## config.mk

```make
export PLATFORM = sky130hd
export DESIGN_NAME = hadec_top
export DESIGN_NICKNAME = d
export VERILOG_FILES = /design/src/design/hadec_pkg.sv /design/src/design/hadec_top.sv /design/src/design/hadec_sync.sv /design/src/design/hadec_arbiter.sv
export SDC_FILE = /design/constraint.sdc
export NUM_CORES = 1
export LEC_CHECK = 0
export ABC_AREA = 1
export BUFFER_PORTS_ARGS = -buffer_cell sky130_fd_sc_hd__buf_4
export CAP_MARGIN = 20
export CORE_MARGIN = 3
export CORE_UTILIZATION = 53
export DETAILED_ROUTE_END_ITERATION = 8
export PLACE_DENSITY = 0.92
export SLEW_MARGIN = 20
export SYNTH_ARGS = -nofsm -noshare
export SYNTH_HDL_FRONTEND = slang
export SYNTH_SLANG_ARGS = --single-unit
```

## constraint.sdc

```tcl
create_clock -name clk_sys -period 1.96 [get_ports clk_sys]
set_clock_uncertainty 0.2 [all_clocks]
set_input_delay 0.294 -clock clk_sys [delete_from_list [all_inputs] [get_ports clk_sys]]
set_output_delay 0.294 -clock clk_sys [all_outputs]
set_load 0.05 [all_outputs]
```

## src/design/hadec_pkg.sv

```systemverilog
// Constants, field layouts and carrier types of the host address decoder
// What this block does
// - Video range A0000-BFFFF goes to local bus if video fitted and enabled, else expansion.
// - Range E0000-EFFFF goes to expansion or a VME window, chosen by control bit 1.
// - Upper memory C8000-DFFFF goes to the expansion interface.
// - C0000-C7FFF and F0000-FFFFF come from DRAM that can be write-protected.
// - Addresses from 256 Mbytes up to FFF7FFFF are direct VME accesses; address picks mode and order.
// - With 8 Mbytes, 100000-7FFFFF is DRAM and 800000-FFFFFF is expansion.
// - With 16 Mbytes, 100000-FFFFFF is DRAM.
// - With 32 Mbytes, 100000-1FFFFFF is DRAM.
// - The top 512 Kbytes, FFF80000-FFFFFFFF, select the flash boot device.
// - Config registers answer in VME short space at C000 plus logical address times 40.
// - Config registers are read and written from both VME and the local processor.
// - Request level 0 to 3 picks the VME request line driven; 0 is highest.
// - As slot-1 arbiter, grant four lines round-robin or fixed with line 0 highest.
// - Bus release either on no own request or on another party's request.
// - Resident flash sits behind I/O registers and appears as expansion slot 31.
// - DRAM and video use the 32-bit local bus; slow peripherals use expansion.
// - Writes to protected shadow DRAM complete but leave DRAM unchanged.
// - Control bit 2 enables onboard video and so steers the video range.
package hadec_pkg;

  // Register indices; byte address is four times the index
  localparam logic [15:0] IDX_VMECFG = 16'h8100;
  localparam logic [15:0] IDX_MEMCFG = 16'h8101;
  localparam logic [15:0] IDX_SYSCTL = 16'h8102;
  localparam logic [15:0] IDX_STATUS = 16'h8103;

  // Field positions
  localparam int SYS_EPAGE_BIT = 1;
  localparam int SYS_VIDEO_BIT = 2;
  localparam int VC_LA_LSB     = 0;
  localparam int VC_LVL_LSB    = 8;
  localparam int VC_RR_BIT     = 10;
  localparam int VC_ROR_BIT    = 11;
  localparam int VC_SLOT1_BIT  = 12;
  localparam int MC_WP_BIT     = 2;

  // Reset values
  localparam logic [7:0]  SYSCTL_RST = 8'h00;
  localparam logic [15:0] VMECFG_RST = 16'h0000;
  localparam logic [2:0]  MEMCFG_RST = 3'h0;

  // Memory map
  localparam logic [31:0] VIDEO_LO   = 32'h000A_0000;
  localparam logic [31:0] VIDEO_HI   = 32'h000B_FFFF;
  localparam logic [31:0] VSHADOW_HI = 32'h000C_7FFF;
  localparam logic [31:0] UMB_HI     = 32'h000D_FFFF;
  localparam logic [31:0] EPAGE_HI   = 32'h000E_FFFF;
  localparam logic [31:0] SSHADOW_HI = 32'h000F_FFFF;
  localparam logic [31:0] TOP_8M     = 32'h007F_FFFF;
  localparam logic [31:0] TOP_16M    = 32'h00FF_FFFF;
  localparam logic [31:0] TOP_32M    = 32'h01FF_FFFF;
  localparam logic [31:0] VME_BASE   = 32'h1000_0000;
  localparam logic [31:0] FLASH_BASE = 32'hFFF8_0000;
  localparam logic [15:0] CFG_BASE   = 16'hC000;
  localparam logic [4:0]  FLASH_SLOT = 5'h1F;
  localparam logic [3:0]  EPAGE_MODE = 4'h0;

  typedef enum logic [2:0] {
    TGT_NONE, TGT_DRAM, TGT_LOCAL, TGT_EXM, TGT_FLASH, TGT_VME
  } hadec_target_t;

  typedef struct packed {
    logic        valid;
    logic        io;
    logic        we;
    logic [31:0] addr;
  } hadec_cpu_req_t;

  typedef struct packed {
    logic          valid;
    hadec_target_t target;
    logic [3:0]    vmeMode;
    logic [4:0]    exmSlot;
    logic          wrInhibit;
  } hadec_route_t;

  typedef struct packed {
    logic        cyc;
    logic        stb;
    logic        we;
    logic [3:0]  sel;
    logic [17:0] adr;
    logic [31:0] dat;
  } hadec_wb_req_t;

  typedef struct packed {
    logic        strobe;
    logic        we;
    logic [15:0] addr;
    logic [15:0] data;
  } hadec_vme_acc_t;

endpackage

```

## src/design/hadec_top.sv

```systemverilog
// Host address decoder: routing, shadow protection, VME config and arbitration
`timescale 1ns/1ps
module hadec_top
  import hadec_pkg::*;
(
  input  wire logic           clk_sys,    // System clock, 100 MHz
  input  wire logic           reset,      // Synchronous, active high
  input  wire hadec_wb_req_t  wbReq,      // Wishbone request
  output logic [31:0]         wbDatO,     // Wishbone read data
  output logic                wbAck,      // Wishbone acknowledge
  input  wire hadec_cpu_req_t cpuReq,     // Processor access
  output hadec_route_t        route,      // Decoded target
  input  wire logic           videoPop,   // Onboard video fitted pin
  input  wire hadec_vme_acc_t vmeAcc,     // VME short-space access pins
  output logic [15:0]         vmeDatOut,  // VME read data
  output logic                vmeDatOe,   // VME data drive enable
  output logic                vmeAck,     // VME access acknowledge
  input  wire logic [3:0]     vmeBusReq,  // Backplane request lines
  input  wire logic           vmeGrantIn, // Grant reaching this module
  input  wire logic           vmeDone,    // VME master finished
  output logic [3:0]          busReqOut,  // Request line drive
  output logic                busBusy,    // Bus owned
  output logic [3:0]          arbGrant    // Slot-1 grants
);

  typedef struct packed {
    logic [7:0]   sysCtl;
    logic [15:0]  vmeCfg;
    logic [2:0]   memCfg;
    logic         wbAck;
    logic [31:0]  wbDat;
    hadec_route_t route;
    logic         want;
    logic         owned;
    logic [3:0]   busReq;
    logic         vmeAck;
    logic         vmeOe;
    logic [15:0]  vmeDat;
  } hadec_top_st_t;

  hadec_top_st_t  st;
  hadec_top_st_t  next_st;
  hadec_vme_acc_t sVme;
  logic           sVideo;
  logic [3:0]     sReq;
  logic           sGrant;
  logic           wbHit;
  logic           laMatch;
  logic [3:0]     others;
  logic [1:0]     level;
  hadec_route_t   dec;
  logic [31:0]    rdData;

  ////////////////////////////////////////////////////////////////////////////
  // Pin synchronisers
  hadec_sync #(
    .W (40)
  ) u_sync (
    .clk_sys (clk_sys),
    .reset   (reset),
    .din     ({videoPop, vmeBusReq, vmeGrantIn, vmeAcc}),
    .dout    ({sVideo, sReq, sGrant, sVme})
  );

  // Slot-1 arbiter
  hadec_arbiter #(
    .N (4)
  ) u_arb (
    .clk_sys    (clk_sys),
    .reset      (reset),
    .enable     (st.vmeCfg[VC_SLOT1_BIT]),
    .roundRobin (st.vmeCfg[VC_RR_BIT]),
    .req        (sReq),
    .grant      (arbGrant)
  );

  ////////////////////////////////////////////////////////////////////////////
  // Highest installed DRAM address
  function automatic logic [31:0] dramTop(input logic [1:0] size);
    case (size)
      2'd0:    dramTop = TOP_8M;
      2'd1:    dramTop = TOP_16M;
      default: dramTop = TOP_32M;
    endcase
  endfunction

  // One target per access, first match wins
  function automatic hadec_route_t decode(
    input hadec_cpu_req_t r,
    input logic [7:0]     sys,
    input logic [2:0]     mem,
    input logic           vid
  );
    hadec_route_t d;
    logic         prot;
    d = '0;
    prot = mem[MC_WP_BIT] && r.we;
    d.valid = r.valid;
    d.target = TGT_EXM;
    if (!r.valid) begin
      d.target = TGT_NONE;
    end else if (r.io) begin
      // Flash array registers live in slot 31 of expansion
      d.exmSlot = FLASH_SLOT;
    end else if (r.addr >= FLASH_BASE) begin
      d.target = TGT_FLASH;
    end else if (r.addr >= VME_BASE) begin
      d.target = TGT_VME;
      d.vmeMode = r.addr[31:28];
    end else if (r.addr < VIDEO_LO) begin
      d.target = TGT_DRAM;
    end else if (r.addr <= VIDEO_HI) begin
      if (vid && sys[SYS_VIDEO_BIT]) begin
        d.target = TGT_LOCAL;
      end
    end else if (r.addr <= VSHADOW_HI) begin
      d.target = TGT_DRAM;
      d.wrInhibit = prot;
    end else if (r.addr <= UMB_HI) begin
      d.target = TGT_EXM;
    end else if (r.addr <= EPAGE_HI) begin
      if (sys[SYS_EPAGE_BIT]) begin
        d.target = TGT_VME;
        d.vmeMode = EPAGE_MODE;
      end
    end else if (r.addr <= SSHADOW_HI) begin
      d.target = TGT_DRAM;
      d.wrInhibit = prot;
    end else if (r.addr <= dramTop(mem[1:0])) begin
      d.target = TGT_DRAM;
    end
    return d;
  endfunction

  ////////////////////////////////////////////////////////////////////////////
  // Combinational helpers
  assign dec = decode(cpuReq, st.sysCtl, st.memCfg, sVideo);
  assign wbHit = wbReq.cyc && wbReq.stb && !st.wbAck;
  assign laMatch = sVme.addr[15:6] == {CFG_BASE[15:14], st.vmeCfg[7:0]};
  assign others = sReq & ~st.busReq;
  assign level = st.vmeCfg[VC_LVL_LSB +: 2];

  // Register read multiplexer
  always_comb begin
    rdData = '0;
    case (wbReq.adr[17:2])
      IDX_VMECFG: rdData[15:0] = st.vmeCfg;
      IDX_MEMCFG: rdData[2:0] = st.memCfg;
      IDX_SYSCTL: rdData[7:0] = st.sysCtl;
      IDX_STATUS: rdData[12:0] = {arbGrant, st.route.target, st.busReq,
                                  st.owned, st.want};
      default:    rdData = '0;
    endcase
  end

  ////////////////////////////////////////////////////////////////////////////
  // Next state
  always_comb begin
    next_st = st;
    next_st.route = dec;

    // VME side: answer once per strobe in our window
    if (!sVme.strobe) begin
      next_st.vmeAck = 1'b0;
      next_st.vmeOe = 1'b0;
    end else if (laMatch && !st.vmeAck) begin
      next_st.vmeAck = 1'b1;
      next_st.vmeOe = !sVme.we;
      next_st.vmeDat = '0;
      case (sVme.addr[5:0])
        6'h00: begin
          if (sVme.we) next_st.vmeCfg = sVme.data;
          next_st.vmeDat = st.vmeCfg;
        end
        6'h02: begin
          if (sVme.we) next_st.sysCtl = sVme.data[7:0];
          next_st.vmeDat = {8'h00, st.sysCtl};
        end
        6'h04: begin
          if (sVme.we) next_st.memCfg = sVme.data[2:0];
          next_st.vmeDat = {13'h0000, st.memCfg};
        end
        default: next_st.vmeDat = '0;
      endcase
    end

    // Wishbone side, later so it wins a same-cycle clash
    next_st.wbAck = wbHit;
    if (wbHit) begin
      next_st.wbDat = rdData;
      if (wbReq.we) begin
        case (wbReq.adr[17:2])
          IDX_VMECFG: begin
            if (wbReq.sel[0]) next_st.vmeCfg[7:0] = wbReq.dat[7:0];
            if (wbReq.sel[1]) next_st.vmeCfg[15:8] = wbReq.dat[15:8];
          end
          IDX_MEMCFG: if (wbReq.sel[0]) next_st.memCfg = wbReq.dat[2:0];
          IDX_SYSCTL: if (wbReq.sel[0]) next_st.sysCtl = wbReq.dat[7:0];
          default: ;
        endcase
      end
    end

    // Own VME mastership
    if (dec.target == TGT_VME) begin
      next_st.want = 1'b1;
    end else if (vmeDone) begin
      next_st.want = 1'b0;
    end
    if (!st.owned && st.want && sGrant) begin
      next_st.owned = 1'b1;
    end else if (st.owned && !st.want &&
                 (!st.vmeCfg[VC_ROR_BIT] || others != '0)) begin
      next_st.owned = 1'b0;
    end
    next_st.busReq = '0;
    if (next_st.want && !next_st.owned) begin
      next_st.busReq = 4'h1 << level;
    end
  end

  ////////////////////////////////////////////////////////////////////////////
  // State register
  always_ff @(posedge clk_sys) begin
    if (reset) begin
      st <= '0;
      st.sysCtl <= SYSCTL_RST;
      st.vmeCfg <= VMECFG_RST;
      st.memCfg <= MEMCFG_RST;
    end else begin
      st <= next_st;
    end
  end

  // Outputs straight from state
  assign wbDatO = st.wbDat;
  assign wbAck = st.wbAck;
  assign route = st.route;
  assign vmeDatOut = st.vmeDat;
  assign vmeDatOe = st.vmeOe;
  assign vmeAck = st.vmeAck;
  assign busReqOut = st.busReq;
  assign busBusy = st.owned;
endmodule

```

## src/design/hadec_sync.sv

```systemverilog
// Two-stage synchroniser for pin inputs
`timescale 1ns/1ps
module hadec_sync
  import hadec_pkg::*;
#(
  parameter int W = 1
) (
  input  wire logic         clk_sys, // System clock
  input  wire logic         reset,   // Synchronous reset
  input  wire logic [W-1:0] din,     // Asynchronous pins
  output logic      [W-1:0] dout     // Synchronised copy
);

  typedef struct packed {
    logic [W-1:0] stage1;
    logic [W-1:0] stage2;
  } hadec_sync_st_t;

  hadec_sync_st_t st;
  hadec_sync_st_t next_st;

  if (W < 1) begin : g_bad_width
    $error("hadec_sync: width must be at least 1");
  end

  ////////////////////////////////////////////////////////////////////////////
  // Stage one feeds only stage two
  always_comb begin
    next_st.stage1 = din;
    next_st.stage2 = st.stage1;
  end

  always_ff @(posedge clk_sys) begin
    if (reset) begin
      st <= '0;
    end else begin
      st <= next_st;
    end
  end

  assign dout = st.stage2;

endmodule

```

## src/design/hadec_arbiter.sv

```systemverilog
// Slot-1 arbiter for the VME request lines
`timescale 1ns/1ps
module hadec_arbiter
  import hadec_pkg::*;
#(
  parameter int N = 4
) (
  input  wire logic         clk_sys,    // System clock
  input  wire logic         reset,      // Synchronous reset
  input  wire logic         enable,     // Acting as slot-1 arbiter
  input  wire logic         roundRobin, // 1 rotate, 0 fixed
  input  wire logic [N-1:0] req,        // Synchronised requests
  output logic      [N-1:0] grant       // One-hot grant
);

  typedef struct packed {
    logic [N-1:0]         grant;
    logic [$clog2(N)-1:0] last;
  } hadec_arb_st_t;

  hadec_arb_st_t st;
  hadec_arb_st_t next_st;
  logic          found;
  int            idx;

  if (N < 2) begin : g_bad_n
    $error("hadec_arbiter: need at least two request lines");
  end

  ////////////////////////////////////////////////////////////////////////////
  // Hold while owner requests, else pick next line
  always_comb begin
    next_st = st;
    found = 1'b0;
    idx = 0;
    if (!enable) begin
      next_st.grant = '0;
    end else if ((st.grant & req) == '0) begin
      next_st.grant = '0;
      for (int k = 0; k < N; k++) begin
        idx = roundRobin ? (int'(st.last) + 1 + k) % N : k;
        if (!found && req[idx]) begin
          found = 1'b1;
          next_st.grant[idx] = 1'b1;
          next_st.last = ($clog2(N))'(idx);
        end
      end
    end
  end

  always_ff @(posedge clk_sys) begin
    if (reset) begin
      st <= '0;
    end else begin
      st <= next_st;
    end
  end

  assign grant = st.grant;
endmodule

```

### Word level (Yosys, flattened, before mapping)

Index checks and enable logic that the tools add are counted.

| storage, ports and cells | value |
|---|---|
| register bits | 168 |
| input bits | 135 |
| output and inout bits | 74 |
| logic and storage cells | 214 |

| cells by class | value |
|---|---|
| add/subtract/negate cells | 4 |
| magnitude comparators | 17 |
| eq/ne operators | 10 |
| shift operators | 1 |
| multiplexer cells | 104 |
| bitwise logic cells | 14 |
| reduce and logical (&&, ||, !) cells | 44 |

Operator list:

| cell | count |
|---|---|
| 32-bit two-way mux | 14 |
| 32-bit by 20-bit less-or-equal comparator with 1-bit output, second input constant | 5 |
| 32-bit by 1-bit >= comparator with 1-bit output, second input constant | 4 |
| 32-bit by 4-bit < comparator with 1-bit output, second input constant | 4 |
| 27-bit two-way mux | 4 |
| 32-bit by 3-bit adder with 32-bit output, second input constant | 2 |
| 16-bit == test, second input constant | 4 |
| 6-bit two-way mux | 10 |
| 25-bit case mux with 2 select lines | 1 |
| 16-bit two-way mux | 3 |
| 8-bit two-way mux | 6 |
| 16-bit case mux with 3 select lines | 1 |
| 3-bit two-way mux | 13 |
| 32-bit by 2-bit adder with 32-bit output, second input constant | 1 |
| 32-bit by 29-bit >= comparator with 1-bit output, second input constant | 1 |
| 32-bit >= comparator, second input constant | 1 |
| 32-bit less-or-equal comparator | 1 |
| 32-bit by 20-bit < comparator with 1-bit output, second input constant | 1 |
| 1-bit two-way mux | 30 |
| 4-bit two-way mux | 6 |
| 7-bit two-way mux | 3 |
| 1-bit logical AND | 17 |
| 2-bit OR reduction | 8 |
| 5-bit case mux with 3 select lines | 1 |
| other kinds (30) | 53 |

### Depth between registers and ports, before layout

| depth | value |
|---|---|
| word-level depth | 29 |
| mapped depth | 14 |
| gate-level depth less buffers | 14 |

### By module

Synthesis repeated with hierarchy kept, for this count alone.

| second synthesis, totals | value |
|---|---|
| cells, all modules | 1124 |
| area total of the unflattened synthesis | 7778.7 sq um |

By module, submodules not included:

| module | instances | cells each | area each (sq um) | sequential area each (sq um) |
|---|---|---|---|---|
| hadec_top | 1 | 749 | 4774.6 | 1561.5 |
| hadec_sync | 1 | 249 | 2303.5 | 1601.5 |
| hadec_arbiter | 1 | 126 | 700.7 | 120.1 |

### Worst setup path after synthesis

No wires, ideal clock.

| path | value |
|---|---|
| path kind | register to register |
| from | reg st, in the netlist vmeAck |
| to | reg st[87] (netlist name) |
| setup time | 0.111 ns |
| data arrival time | 1.569 ns |
| required time | 1.649 ns |
| setup slack | 0.080 ns |
| cell stages (with the launch flop) | 12 |
| buffers on the path | 1 |
| period minus slack after synthesis | 1.880 ns |
| path through | dfxtp_1 > inv_1 > nand3_1 > nor2_1 > nand3_1 > nor2_4 > nand3_4 > buf_6 > nand2_1 > nand3_1 > nand3_1 > inv_1 |

| on the way | value |
|---|---|
| cells in the longest elaborated chain, start to end | 8 |

RTL lines:

| element | RTL line | RTL |
|---|---|---|
| from (decl) | hadec_top.sv:41 | `hadec_top_st_t st;` |
| from (signal assigned) | hadec_top.sv:231 | `st <= next_st;` |
| 1-bit zero test (*) | hadec_top.sv:166 | `end else if (laMatch && !st.vmeAck) begin` |
| 1-bit logical AND (*) | hadec_top.sv:166 |  |
| 27-bit two-way mux (*) | hadec_top.sv:166 |  |
| 27-bit two-way mux (*) | hadec_top.sv:163 | `if (!sVme.strobe) begin` |
| 8-bit two-way mux | hadec_top.sv:195 | `if (wbReq.sel[1]) next_st.vmeCfg[15:8] = wbReq.dat[15:8];` |
| 16-bit two-way mux | hadec_top.sv:192 | `case (wbReq.adr[17:2])` |
| 27-bit two-way mux | hadec_top.sv:191 | `if (wbReq.we) begin` |
| 27-bit two-way mux (*) | hadec_top.sv:189 | `if (wbHit) begin` |

Every way passes the cells marked *; elsewhere a longest branch is shown, timed or not.
A chain may end at the register's enable or synchronous reset.

### Worst setup path in the final report

| path | value |
|---|---|
| from | reg st[80] (netlist name) |
| to | reg st[86] (netlist name) |

| on the way | value |
|---|---|
| cells in the longest elaborated chain, start to end | 8 |

RTL lines:

| element | RTL line | RTL |
|---|---|---|
| 10-bit == test (*) | hadec_top.sv:139 | `assign laMatch = sVme.addr[15:6] == {CFG_BASE[15:14], st.vmeCfg[7:0]};` |
| 1-bit logical AND (*) | hadec_top.sv:166 |  |
| 27-bit two-way mux (*) | hadec_top.sv:166 |  |
| 27-bit two-way mux (*) | hadec_top.sv:163 |  |
| 8-bit two-way mux | hadec_top.sv:195 |  |
| 16-bit two-way mux | hadec_top.sv:192 |  |
| 27-bit two-way mux | hadec_top.sv:191 |  |
| 27-bit two-way mux (*) | hadec_top.sv:189 |  |

Marked as above.

==> key figures <==
Clock tree
  – Clock Tree Buf Depth: 2
  – CTS tree: yes
  – # clock sinks: about 160
  – Clock root buffer master: clkbuf_16
  – CTS Buf Count: 17
  – Clock latency on the worst-skew pair: ~430 ps
  – Max H-tree Level: 4
  – Reg clk slew, reported paths: 70 ps

Detailed routing
  – ANT nets after route: 0
  – DR WL met3: around 2.1 mm
  – WL met1: around 9 mm
  – Drt total wl: between 20 and 25 mm
  – DR iter-0 viols: ~920
  – WL met2: about 12 mm
  – Remaining DRCs: 0
  – Uppermost layer routed: met4
  – DR vias: approximately 8000
  – Iteration count of the initial detailed-routing pass: 6
  – Wirelength per Cell: roughly 15 µm
  – Via/cell ratio: about 5.2

Critical path
  – Crit-path max FO: 8
  – CP Data Arrival Time: 2100 ps
  – Kind of end point of the critical path: flip-flop
  – WP data required: 2080 ps
  – Kind of critical path: reg -> reg
  – Startpoint Class: flip-flop

Synth
  – Netlist area before placement: a little under 8000 µm²
  – Ys async rst share: 0
  – Number of synthesized register bits: roughly 160
  – Synth Flop Type: dfxtp_1
  – Post-synth EDFFs: 0
  – Synthesized area per cell: 6.92 µm²
  – Post-Syn Instances: 1116
  – Post-synth cell types: 38
  – Seq/Total Area, Yosys: 0.425
  – Yosys warns: 0

Power and ir drop
  – Peak supply drop: 697 µV
  – Static Leak: about 5 nW
  – PD cells: approximately 750 nW/µm²

Floorplanning
  – Die W: approximately 130 µm
  – Initial Util: 0.550
  – # IOs: approximately 210
  – Core area: around 14000 µm²
  – Die Area: 16100 µm²
  – Row count: 43
  – Chip height: between 100 and 150 µm

Global routing
  – Total track usage: 0.274
  – Antenna violations before repair: 0
  – Largest net degree at the start of global routing: between 90 and 100
  – Gr ovfl total: 0
  – First-pass GRT wire length: 35.6 mm
  – Vias in the first global route: approximately 7500

STA
  – Final slew viol count: 0
  – Final setup viols: 3
  – Max Freq: around 0.50 GHz
  – Hold Fails Final Rpt: 0
  – Min Clock Period, post-route: 1980 ps
  – Final period util: 1.01
  – RSZ-0062 raised after global routing: yes
  – Fin Setup TNS: -45.6 ps
  – PnR worst setup slack: -22.3 ps

Place
  – RD Place Congestion: about 0.9
  – Inst Count DP: between 1000 and 1500
  – Dpl ws: approximately 2.6 ps
  – PortBufs: about 170
  – Dpl hpwl: about 15 mm

Hold path
  – Worst hold path type: in -> reg

Cells and area
  – Nets@finish: ~1500
  – Area delta synth->final: 37.2%
  – Non-Filler Instances: between 1500 and 2000
  – Layout cell share with drive strength beyond 1: 0.267
  – Fillcell total: ~1000
  – Diode count: 0

Run status
  – Failing checks: negative setup slack
  – Status: finished with violations

Flow run
  – Number of max-cap violations: 0
[metrics by stage]
stage | power, mW | area [µm²] | hold WS, ps | utilization
6_report | 7.99 | 10600 | 31.6 | 0.755
5_1_grt | 8.24 | 10600 | 18.4 | 0.755
4_1_cts | 7.96 | 10200 | 12.0 | 0.727
3_5_place_dp | 4.24 | 8980 | 192 | 0.640
2_1_floorplan | 3.97 | 7780 | 188 | -
3_3_place_gp | 4.22 | 8980 | 193 | 0.640
[cells in the final DEF, fill, tap and decap left out, types with 10 or more instances in the layout]
cell	count
buf_4	216
inv_1	180
nor2_1	175
nand2_1	174
dfxtp_1	152
nand3_1	87
dlygate4sd3_1	55
a21oi_1	46
o21ai_0	32
nand4_1	24
clkbuf_16	19
nand2_2	18
nand3_2	16
conb_1	16
nor2_2	13
dfxtp_2	12
o22ai_1	11
inv_2	10
o211ai_1	10
[report_power, final]
part	total [mW]	internal, mW	leakage, nW	switching, mW
clock	3.68	2.28	0.312	1.40
combinational	0.840	0.361	3.35	0.479
sequential	3.47	3.43	1.35	0.0432
total	7.99	6.07	5.01	1.92
[Yosys cell counts, drive strengths merged, types with 2 or more instances]
cell,n,area (µm²)
ha,2,25.0
a21oi,50,254
clkbuf,17,63.8
or2,6,37.5
o221ai,3,26.3
o211ai,10,75.1
nand2,193,747
xor2,2,17.5
nand3,106,558
nand4,25,163
nor3,6,30.0
dfxtp,164,3280
o21ai,40,211
nor2,196,793
buf,85,599
nand3b,2,15.0
inv,192,721
o22ai,11,68.8
[timing repair]
item                                    CTS  global route
endpoints found under the hold margin    58             0
gates resized for setup                   1            69
cloned                                    0             4
pin swaps                                 1            30
endpoints found under the setup margin    2            44
buffers inserted                          3            10
hold buffers                             55             0
[state kept, by name, summed over array words and instances (netlist names), 4 cells and up]
| name | flops |
|---|---|
| busReqOut | 4 |
| route | 10 |
| st | 26 |
| u_arb.grant | 4 |
| u_sync.dout | 40 |
| u_sync.next_st | 40 |
| vmeDatOut | 16 |
| wbDatO | 16 |
[cell type report]
type                       count  area (µm²)  share of cell area
clock inverter                14         223              0.0210
tap                          180         225              0.0212
multi-input combinational    673        3290               0.311
sequential                   164        3300               0.311
clock buffer                  18         429              0.0405
inverter                     193         732              0.0690
timing repair buffer         284        2400               0.227
[path summary, 6_finish.rpt]
path	start	to	slack, ps	cells after the start
setup reg to reg	st[80]	st[86]	-20	13
setup / recovery	st[80]	st[86]	-20	13
hold / removal	wbReq[13]	st[87]	30	4
hold reg to reg	u_sync.next_st[0]	u_sync.dout[0]	200	2
[metal layers]
metal  global-route usage  up-vias
met3               0.0657       86
li1                     -     3826
met2                0.484      434
met4                0.105        0
met1                0.321     3615
met5                    0        -
[cells by family after synthesis]
group / count (synthesis) / synth area share
other cells: 1 / 0.000485
compound gates: 115 / 0.0832
xor+xnor: 3 / 0.00340
flops: 164 / 0.425
simple gates: 536 / 0.305
buf+inv: 295 / 0.180
fa+ha+maj: 2 / 0.00324
[critical path, cell delays in order, from the launching register on]
cell     delay [ps]
dfxtp_2         350
inv_2            40
nand2_2          70
nand2_2          70
nor2_4          130
buf_4           120
nand3_2         100
nor2_4          130
buf_12          150
nand3_4         150
nand2_1         150
nand3_2          90
nand2_1          70
nor2_1           40
(Power assumes the default switching activity.)
